$ cat src/acs_pkg.sv
// Operation
// - Start, delay, sample, then successive approximation
// - Start delay 17-28 or 10-17 states
// - Conversion time includes delay and sampling
// - First conversion 514-525 or 259-266 states
// - Later group conversions 512 or 256 states
// - Trigger pin honoured only with both enables
// - Trigger falling edge sets start flag
// - Triggered conversion behaves like software start
// - Done interrupt only while enable bit set; an unmasked status bit also raises it
// - Ten-bit unsigned result, full scale all ones
// - Bits 9:2 upper byte, 1:0 at 7:6
// - Single mode: start flag self-clears at end
// - Multi mode: group back to back, then clear
// - Scan mode repeats group until software stops (multi mode only)
// - Upper-byte read loads low byte into holding
`default_nettype none

package acs_pkg;

    // Register indices; byte address is four times the index
    localparam logic [31:0] IDX_RES_A_UPPER = 32'h0040_0080;
    localparam logic [31:0] IDX_RES_A_LOWER = 32'h0040_0082;
    localparam logic [31:0] RES_SPAN        = 32'h0000_0010;
    localparam logic [31:0] IDX_CSR         = 32'h0040_0090;
    localparam logic [31:0] IDX_CR          = 32'h0040_0092;
    localparam logic [31:0] IDX_IRQ_STATUS  = 32'h0040_0094;
    localparam logic [31:0] IDX_IRQ_MASK    = 32'h0040_0096;

    // control_status_register fields
    localparam int CSR_END_FLAG  = 7;
    localparam int CSR_IRQ_EN    = 6;
    localparam int CSR_START     = 5;
    localparam int CSR_MULTI     = 4;
    localparam int CSR_CKS       = 3;
    localparam int CSR_CH_MSB    = 2;
    // control_register fields; bits 2:0 read as one
    localparam int CR_TRG_HI     = 7;
    localparam int CR_TRG_LO     = 6;
    localparam int CR_SCAN       = 5;
    localparam logic [7:0] CR_RSVD_ONES = 8'h07;
    // Interrupt status and mask layout
    localparam int IRQ_DONE      = 0;
    localparam int IRQ_TRIG      = 1;
    localparam int IRQ_W         = 2;

    // Timing in states (one state is one sys_clk cycle)
    localparam int TD_MIN_CKS0    = 'h11;
    localparam int TD_MAX_CKS0    = 'h1C;
    localparam int TD_MIN_CKS1    = 'h0A;
    localparam int TD_MAX_CKS1    = 'h11;
    localparam int TSPL_CKS0      = 'h81;
    localparam int TSPL_CKS1      = 'h41;
    localparam int TCONV_MIN_CKS0 = 'h202;
    localparam int TCONV_MIN_CKS1 = 'h103;
    localparam int TNEXT_CKS0     = 'h200;
    localparam int TNEXT_CKS1     = 'h100;
    localparam int CONV_FIRST_CKS0 = TCONV_MIN_CKS0 - TD_MIN_CKS0 - TSPL_CKS0;
    localparam int CONV_FIRST_CKS1 = TCONV_MIN_CKS1 - TD_MIN_CKS1 - TSPL_CKS1;
    localparam int CONV_NEXT_CKS0  = TNEXT_CKS0 - TSPL_CKS0;
    localparam int CONV_NEXT_CKS1  = TNEXT_CKS1 - TSPL_CKS1;
    localparam int PHASE_CNT      = TD_MAX_CKS0 - TD_MIN_CKS0 + 1;
    localparam int BIT_STATES     = 'h10;
    localparam int RES_BITS       = 'hA;
    localparam int CNT_W          = 9;

    typedef enum logic [1:0]
    {
        ST_IDLE    = 2'b00,
        ST_DELAY   = 2'b01,
        ST_SAMPLE  = 2'b11,
        ST_CONVERT = 2'b10
    } acs_state_t;

endpackage : acs_pkg

`default_nettype wire

$ cat src/acs_adc_seq.sv
`default_nettype none

module acs_adc_seq
    import acs_pkg::*;
(
    input  wire logic        sys_clk,
    input  wire logic        rst,
    input  wire logic        psel,
    input  wire logic        penable,
    input  wire logic        pwrite,
    input  wire logic [31:0] paddr,
    input  wire logic [31:0] pwdata,
    output var  logic [31:0] prdata,
    output var  logic        pready,
    output var  logic        pslverr,
    input  wire logic        external_trigger_pin,
    input  wire logic        comparator_above,
    output var  logic [9:0]  sar_code,
    output var  logic        sample_hold,
    output var  logic [2:0]  channel_sel,
    output var  logic        busy,
    output var  logic        conversion_done_irq
);

    acs_state_t         state_q;
    logic [CNT_W-1:0]   cnt_q;
    logic [3:0]         step_q;
    logic [3:0]         nbits_q;
    logic               first_q;
    logic [3:0]         phase_q;
    logic [9:0]         result_q [4];
    logic [7:0]         hold_q;
    logic               start_q;
    logic               end_flag_q;
    logic               end_armed_q;
    logic               irq_en_q;
    logic               multi_q;
    logic               cks_q;
    logic [2:0]         ch_q;
    logic               trg_hi_q;
    logic               trg_lo_q;
    logic               scan_q;
    logic [IRQ_W-1:0]   irq_status_q;
    logic [IRQ_W-1:0]   irq_mask_q;

    logic               trig_level;
    logic               trig_fall;
    logic               cmp_level;
    logic               trig_start;
    logic               apb_setup;
    logic               apb_done;
    logic               apb_wr;
    logic               apb_rd;
    logic [31:0]        rd_idx;
    logic [31:0]        rd_data;
    logic               rd_hit;
    logic               wr_csr;
    logic [2:0]         grp_first;
    logic               conv_end;
    logic               grp_end;
    logic               seq_clear;
    logic [CNT_W-1:0]   delay_len;
    logic [CNT_W-1:0]   spl_len;
    logic [CNT_W-1:0]   conv_len;

    acs_sync_edge #(.RST_VAL(1'b1)) u_trig_sync
    (
        .sys_clk  (sys_clk),
        .rst      (rst),
        .async_in (external_trigger_pin),
        .level    (trig_level),
        .fall     (trig_fall)
    );

    acs_sync_edge #(.RST_VAL(1'b0)) u_cmp_sync
    (
        .sys_clk  (sys_clk),
        .rst      (rst),
        .async_in (comparator_above),
        .level    (cmp_level),
        .fall     ()
    );

    // Result register slot hit by an index, bit 1 selects lower byte
    function automatic logic res_hit(input logic [31:0] idx);
        logic [31:0] off;
        off = idx - IDX_RES_A_UPPER;
        res_hit = (off < RES_SPAN) && !off[0];
    endfunction : res_hit

    assign trig_start = trig_fall && trg_hi_q && trg_lo_q;
    assign apb_setup  = psel && !penable;
    assign apb_done   = psel && penable && pready;
    assign apb_wr     = apb_done && pwrite && !pslverr;
    assign apb_rd     = apb_done && !pwrite && !pslverr;
    assign rd_idx     = {2'b00, paddr[31:2]};
    assign wr_csr     = apb_wr && (rd_idx == IDX_CSR);

    // Channel group: multi mode starts at group base
    assign grp_first = multi_q ? {ch_q[2], 2'b00} : ch_q;
    assign conv_end  = (state_q == ST_CONVERT) && (cnt_q == '0) && start_q;
    assign grp_end   = conv_end && (channel_sel == ch_q);
    assign seq_clear = grp_end && !(multi_q && scan_q);

    // Delay follows where the write fell against the prescaler phase
    always_comb
    begin
        if (cks_q)
        begin
            // Idle state after the start flag counts as the first delay state
            delay_len = CNT_W'(TD_MIN_CKS1 - 2) + CNT_W'(phase_q[2:0]);
            spl_len   = CNT_W'(TSPL_CKS1 - 1);
            conv_len  = first_q ? CNT_W'(CONV_FIRST_CKS1 - 1)
                                : CNT_W'(CONV_NEXT_CKS1 - 1);
        end
        else
        begin
            delay_len = CNT_W'(TD_MIN_CKS0 - 2) + CNT_W'(phase_q);
            spl_len   = CNT_W'(TSPL_CKS0 - 1);
            conv_len  = first_q ? CNT_W'(CONV_FIRST_CKS0 - 1)
                                : CNT_W'(CONV_NEXT_CKS0 - 1);
        end
    end

    // Free-running phase stands in for the peripheral clock divider
    always_ff @(posedge sys_clk or posedge rst)
    begin
        if (rst)
            phase_q <= 4'h0;
        else if (phase_q == 4'(PHASE_CNT - 1))
            phase_q <= 4'h0;
        else
            phase_q <= phase_q + 4'h1;
    end

    // Start flag: a set in the same cycle as a clear wins
    always_ff @(posedge sys_clk or posedge rst)
    begin
        if (rst)
            start_q <= 1'b0;
        else if ((wr_csr && pwdata[CSR_START]) || trig_start)
            start_q <= 1'b1;
        else if (wr_csr || seq_clear)
            start_q <= 1'b0;
    end

    // Sequencer
    always_ff @(posedge sys_clk or posedge rst)
    begin
        if (rst)
        begin
            state_q     <= ST_IDLE;
            cnt_q       <= '0;
            step_q      <= 4'h0;
            nbits_q     <= 4'h0;
            first_q     <= 1'b1;
            sar_code    <= 10'h000;
            sample_hold <= 1'b0;
            channel_sel <= 3'h0;
            busy        <= 1'b0;
        end
        else if (!start_q && (state_q != ST_IDLE))
        begin
            // Software halt; a new start begins at the group base
            state_q     <= ST_IDLE;
            sample_hold <= 1'b0;
            busy        <= 1'b0;
        end
        else
        begin
            unique case (state_q)
                ST_IDLE:
                begin
                    if (start_q)
                    begin
                        state_q     <= ST_DELAY;
                        cnt_q       <= delay_len;
                        first_q     <= 1'b1;
                        channel_sel <= grp_first;
                        busy        <= 1'b1;
                    end
                end
                ST_DELAY:
                begin
                    if (cnt_q == '0)
                    begin
                        state_q     <= ST_SAMPLE;
                        cnt_q       <= spl_len;
                        sample_hold <= 1'b1;
                    end
                    else
                        cnt_q <= cnt_q - 1'b1;
                end
                ST_SAMPLE:
                begin
                    if (cnt_q == '0)
                    begin
                        state_q     <= ST_CONVERT;
                        cnt_q       <= conv_len;
                        sample_hold <= 1'b0;
                        sar_code    <= 10'h200;
                        nbits_q     <= 4'(RES_BITS);
                        step_q      <= 4'h0;
                    end
                    else
                        cnt_q <= cnt_q - 1'b1;
                end
                ST_CONVERT:
                begin
                    step_q <= step_q + 4'h1;
                    // One trial bit per 16 states; input at full scale keeps all
                    if ((step_q == 4'(BIT_STATES - 1)) && (nbits_q != 4'h0))
                    begin
                        if (!cmp_level)
                            sar_code[nbits_q - 4'h1] <= 1'b0;
                        if (nbits_q > 4'h1)
                            sar_code[nbits_q - 4'h2] <= 1'b1;
                        nbits_q <= nbits_q - 4'h1;
                    end
                    if (cnt_q != '0)
                        cnt_q <= cnt_q - 1'b1;
                    else if (grp_end && !(multi_q && scan_q))
                    begin
                        state_q <= ST_IDLE;
                        busy    <= 1'b0;
                    end
                    else
                    begin
                        // Later conversions skip the start delay
                        state_q     <= ST_SAMPLE;
                        cnt_q       <= CNT_W'(cks_q ? TSPL_CKS1 - 1
                                                    : TSPL_CKS0 - 1);
                        sample_hold <= 1'b1;
                        first_q     <= 1'b0;
                        channel_sel <= grp_end ? grp_first
                                               : channel_sel + 3'h1;
                    end
                end
            endcase
        end
    end

    // Each channel lands in the result slot picked by its low two bits
    always_ff @(posedge sys_clk or posedge rst)
    begin
        if (rst)
        begin
            for (int i = 0; i < 4; i++)
                result_q[i] <= 10'h000;
        end
        else if (conv_end)
            result_q[channel_sel[1:0]] <= sar_code;
    end

    // End flag clears only after a read saw it set
    always_ff @(posedge sys_clk or posedge rst)
    begin
        if (rst)
        begin
            end_flag_q  <= 1'b0;
            end_armed_q <= 1'b0;
        end
        else if (grp_end)
        begin
            end_flag_q  <= 1'b1;
            end_armed_q <= end_armed_q;
        end
        else if (wr_csr && !pwdata[CSR_END_FLAG] && end_armed_q)
        begin
            end_flag_q  <= 1'b0;
            end_armed_q <= 1'b0;
        end
        else if (apb_rd && (rd_idx == IDX_CSR) && end_flag_q)
            end_armed_q <= 1'b1;
    end

    // Control fields; start flag has its own process
    always_ff @(posedge sys_clk or posedge rst)
    begin
        if (rst)
        begin
            irq_en_q <= 1'b0;
            multi_q  <= 1'b0;
            cks_q    <= 1'b0;
            ch_q     <= 3'h0;
            trg_hi_q <= 1'b0;
            trg_lo_q <= 1'b0;
            scan_q   <= 1'b0;
        end
        else if (wr_csr)
        begin
            irq_en_q <= pwdata[CSR_IRQ_EN];
            multi_q  <= pwdata[CSR_MULTI];
            cks_q    <= pwdata[CSR_CKS];
            ch_q     <= pwdata[CSR_CH_MSB:0];
        end
        else if (apb_wr && (rd_idx == IDX_CR))
        begin
            trg_hi_q <= pwdata[CR_TRG_HI];
            trg_lo_q <= pwdata[CR_TRG_LO];
            scan_q   <= pwdata[CR_SCAN];
        end
    end

    // Sticky events, cleared by reading; a new event wins over the clear
    always_ff @(posedge sys_clk or posedge rst)
    begin
        if (rst)
        begin
            irq_status_q <= '0;
            irq_mask_q   <= '0;
        end
        else
        begin
            if (apb_rd && (rd_idx == IDX_IRQ_STATUS))
                irq_status_q <= (irq_status_q & ~prdata[IRQ_W-1:0])
                              | {trig_start, grp_end};
            else
                irq_status_q <= irq_status_q | {trig_start, grp_end};
            if (apb_wr && (rd_idx == IDX_IRQ_MASK))
                irq_mask_q <= pwdata[IRQ_W-1:0];
        end
    end

    always_ff @(posedge sys_clk or posedge rst)
    begin
        if (rst)
            conversion_done_irq <= 1'b0;
        else
            conversion_done_irq <= (end_flag_q && irq_en_q)
                                 || |(irq_status_q & irq_mask_q);
    end

    // Upper-byte read parks the low bits for the following lower read
    always_ff @(posedge sys_clk or posedge rst)
    begin
        if (rst)
            hold_q <= 8'h00;
        else if (apb_rd && res_hit(rd_idx) && !rd_idx[1])
            hold_q <= {result_q[rd_idx[3:2]][1:0], 6'h00};
    end

    always_comb
    begin
        rd_hit  = 1'b1;
        rd_data = 32'h0000_0000;
        if (paddr[1:0] != 2'b00)
            rd_hit = 1'b0;
        else if (res_hit(rd_idx))
        begin
            // Lower byte answers from the holding register only
            if (rd_idx[1])
                rd_data[7:0] = hold_q;
            else
                rd_data[7:0] = result_q[rd_idx[3:2]][9:2];
        end
        else if (rd_idx == IDX_CSR)
            rd_data[7:0] = {end_flag_q, irq_en_q, start_q, multi_q,
                            cks_q, ch_q};
        else if (rd_idx == IDX_CR)
            rd_data[7:0] = {trg_hi_q, trg_lo_q, scan_q, 2'b00,
                            CR_RSVD_ONES[2:0]};
        else if (rd_idx == IDX_IRQ_STATUS)
            rd_data[IRQ_W-1:0] = irq_status_q;
        else if (rd_idx == IDX_IRQ_MASK)
            rd_data[IRQ_W-1:0] = irq_mask_q;
        else
            rd_hit = 1'b0;
    end

    // Answer in the first cycle of the access phase; data frozen at setup
    always_ff @(posedge sys_clk or posedge rst)
    begin
        if (rst)
        begin
            pready  <= 1'b0;
            pslverr <= 1'b0;
            prdata  <= 32'h0000_0000;
        end
        else
        begin
            pready  <= apb_setup;
            pslverr <= apb_setup && !rd_hit;
            if (apb_setup && !pwrite)
                prdata <= rd_hit ? rd_data : 32'h0000_0000;
        end
    end

endmodule : acs_adc_seq

`default_nettype wire

$ cat src/acs_sync_edge.sv
`default_nettype none

module acs_sync_edge
#(
    parameter logic RST_VAL = 1'b1
)
(
    input  wire logic sys_clk,
    input  wire logic rst,
    input  wire logic async_in,
    output logic      level,
    output logic      fall
);

    logic meta_q;
    logic sync_q;
    logic prev_q;

    // First stage feeds only the second
    always_ff @(posedge sys_clk or posedge rst)
    begin
        if (rst)
        begin
            meta_q <= RST_VAL;
            sync_q <= RST_VAL;
            prev_q <= RST_VAL;
        end
        else
        begin
            meta_q <= async_in;
            sync_q <= meta_q;
            prev_q <= sync_q;
        end
    end

    assign level = sync_q;
    assign fall  = prev_q & ~sync_q;

endmodule : acs_sync_edge

`default_nettype wire

$ cat config.mk
export PLATFORM = sky130hd
export DESIGN_NAME = acs_adc_seq
export DESIGN_NICKNAME = d
export VERILOG_FILES = /design/src/acs_pkg.sv /design/src/acs_adc_seq.sv /design/src/acs_sync_edge.sv
export SDC_FILE = /design/constraint.sdc
export NUM_CORES = 1
export LEC_CHECK = 0
export BUFFER_PORTS_ARGS = -buffer_cell sky130_fd_sc_hd__buf_2
export CORE_ASPECT_RATIO = 1.4
export CORE_MARGIN = 2
export CORE_UTILIZATION = 51
export CTS_CLUSTER_DIAMETER = 50
export DETAILED_ROUTE_END_ITERATION = 8
export PLACE_DENSITY = 0.77
export SLEW_MARGIN = 5
export SYNTH_ARGS = -nofsm -noshare
export SYNTH_HDL_FRONTEND = slang
export SYNTH_SLANG_ARGS = --single-unit
export TNS_END_PERCENT = 50
$ cat constraint.sdc
create_clock -name sys_clk -period 3.8 [get_ports sys_clk]
set_input_delay 0.76 -clock sys_clk [delete_from_list [all_inputs] [get_ports sys_clk]]
set_output_delay 0.76 -clock sys_clk [all_outputs]
set_load 0.005 [all_outputs]
==> results by group <==
Clock network
  – Post-CTS setup buffer count: 0
  – Clk sinks: 113
  – CTS resizes: 0
  – Clock transition at path regs: roughly 60 ps
  – Clk_lat worst skew: roughly 410 ps
  – Number of H-tree levels: 4
  – Clock Path Buffers: 2
  – TritonCTS clock tree: done
  – Num CTS Buffers: 17
  – CTS Hold Buffers Added: 0
  – Root buf cell: clkbuf_16

Placed design
  – Post-Place Worst Slack: 443 ps
  – Gpl congestion: between 0.9 and 1
  – Placed instance count: 832
  – HPWL Detailed: 11000 um
  – Input/output buffers: just over 70
  – Post-DP Area: 0.00678 sq mm

Floorplan
  – Initial Util: 0.521
  – Die area: 0.0134 sq mm
  – DIE HEIGHT: around 140 um
  – IO Pins: 121
  – Die Width: 98.6 um
  – Std cell rows: 48
  – Core Box Area: 0.0123 sq mm

Timing
  – Hold Vio Cnt, Final: 0
  – Worst Max-Slew Pin Slew: 828 ps
  – Max Clk Rate: 0.323 GHz
  – Clock skew: ~6.3 ps
  – Setup TNS Final: 0 ps
  – Final setup viols: 0
  – Worst hold slack: 356 ps
  – Final Cycle Share: 0.815
  – Minimum clock period after layout: 3100 ps
  – Worst setup margin: 705 ps
  – RSZ-0062 raised after global routing: no
  – Rel. slew slack: 0.447
  – Final Max Tran Viols: 0

Layout
  – Finished Cell Area: roughly 0.0074 sq mm
  – Non-filler instance count after layout: ~860
  – Fraction of layout cells with a size suffix above 1: 0.262
  – P&R area growth vs syn: 15.9%
  – Antenna fix cells: 0
  – Most frequent cells in the layout: dfrtp_1 (109), buf_2 (72), nand2_1 (59)
  – Final Util: 0.604
  – Nets: 787
  – Most common cell after layout, fill and taps aside: dfrtp_1

Run status
  – Status: complete, no violations

Drt
  – Via Count: a little over 5000
  – WL/cell: 17.5 um
  – Drt drc: 0
  – Pre-Repair DR Iteration Count: 5
  – DRT iter0 DRCs: 339
  – Via/cell ratio: 5.99
  – Post-detailed-route count of antenna-violating nets: 0
  – Detailed Route WL: 15200 um

Yosys
  – Yosys reg bits: between 100 and 150
  – Synth Instances: roughly 630
  – Register area share after synthesis: 0.444
  – Post-Syn Area: about 0.0064 sq mm
  – Number of synthesized flops with an enable pin: 0
  – Ys async rst share: 1.00
  – Post-Syn Area per Cell: between 10 and 15 sq um
  – Synth Flop Type: dfrtp_1
  – Yosys warns: 0
  – Yosys cell types: 64

Global route
  – Largest net degree at the start of global routing: 68
  – First-pass GRT wire length: about 25000 um
  – Total overflow reported by the global router: 0
  – GRT Total Usage: 0.232
  – Vias in the first global route: 5089
  – Initial antenna violation count: 0

Job
  – Max-Cap Viols: 0

Worst setup path
  – CP arrival: 3390 ps
  – Critical path required time: 4100 ps
  – Crit end category: flip-flop
  – CP max FO: 13
  – CP Launch Type: flip-flop
  – Critical path class: flip-flop to flip-flop

Pwr
  – Power Total: 2.97 mW
  – PD cells: ~400 mW/mm^2
  – Worst vdd rail ir drop: about 0.00033 V
  – Leakage: 3.43 nW

Worst hold path
  – Tightest Hold Check Type: flip-flop to flip-flop
## layer usage
metal | routed length [um] | up-vias | part of all wire | global-route usage
li1 | - | 2406 | - | -
met1 | 5820 | 2538 | 0.38 | 0.269
met2 | 8130 | 198 | 0.54 | 0.416
met3 | 867 | 30 | 0.057 | 0.0504
met4 | 346 | 0 | 0.023 | 0.0913
met5 | 0 | - | 0 | 0
## state kept, by name, indices dropped and copies added (netlist names), 2 cells and up
register      flops
result_q         40
phase_q           4
prdata            8
irq_mask_q        2
sar_code         10
nbits_q           4
cnt_q             9
irq_status_q      2
hold_q            2
ch_q              3
state_q           2
step_q            4
channel_sel       3
## critical path, cell delays in order, from the launching register on
cell and delay, ps:
dfrtp_1 420, inv_1 80, ha_1 200, or4b_4 520, or3_4 470, o41a_1 610
nand2_1 300, nor3b_1 100, a211o_1 280
## report_power, final
part / internal (mW) / switching (mW) / total (mW)
Clock: 1.03 / 0.595 / 1.63
Sequential: 1.21 / 0.00226 / 1.21
Combinational: 0.0432 / 0.0844 / 0.128
## synth_stat cells (8+ instances only)
master,n,area (sq um)
xnor2_1,9,78.8
or3_1,8,50.1
mux2_2,51,574
dfrtp_1,109,2730
ha_1,15,188
a31oi_1,9,56.3
clkbuf_1,18,67.6
a21oi_1,23,115
nand3_1,16,80.1
o21ai_0,50,250
nand4_1,8,50.1
nand2_1,59,221
mux4_2,10,225
buf_4,25,188
nor2_1,34,128
inv_1,32,120
nor3_1,18,90.1
## layout make-up
cell class	count	area [sq um]
Inverter	32	123
Tap cell	150	188
Timing Repair Buffer	80	420
Clock inverter	15	186
Clock buffer	17	425
Sequential cell	113	2830
Fill cell	997	4860
Multi-Input combinational cell	457	3220
## path summary, 6_finish.rpt
path,slack (ps),to,from,cells past startpoint
worst max-delay path,700,channel_sel[0]$_DFFE_PP0P_,cnt_q[0]$_DFFE_PP0P_,8
worst min-delay path,360,u_cmp_sync.level$_DFF_PP0_,u_cmp_sync.meta_q$_DFF_PP0_,0
worst max register to register,700,channel_sel[0]$_DFFE_PP0P_,cnt_q[0]$_DFFE_PP0P_,8
worst min register to register,360,u_cmp_sync.level$_DFF_PP0_,u_cmp_sync.meta_q$_DFF_PP0_,0
max in group asynchronous,2410,u_trig_sync.prev_q$_DFF_PP1_,rst,3
min in group asynchronous,480,phase_q[3]$_DFF_PP0_,rst,2
## kinds of logic after synthesis
kind of cell,after synthesis,synth area share
flip-flops,113,0.444
AND/OR/NAND/NOR,190,0.156
AO/OA/AOI/OAI,145,0.148
XOR/XNOR,15,0.0206
adder cells (fa/ha/maj),15,0.0294
buffers and inverters,82,0.0653
other,1,0.000587
multiplexers,68,0.136
No activity file was read; power rests on OpenSTA's default activity.
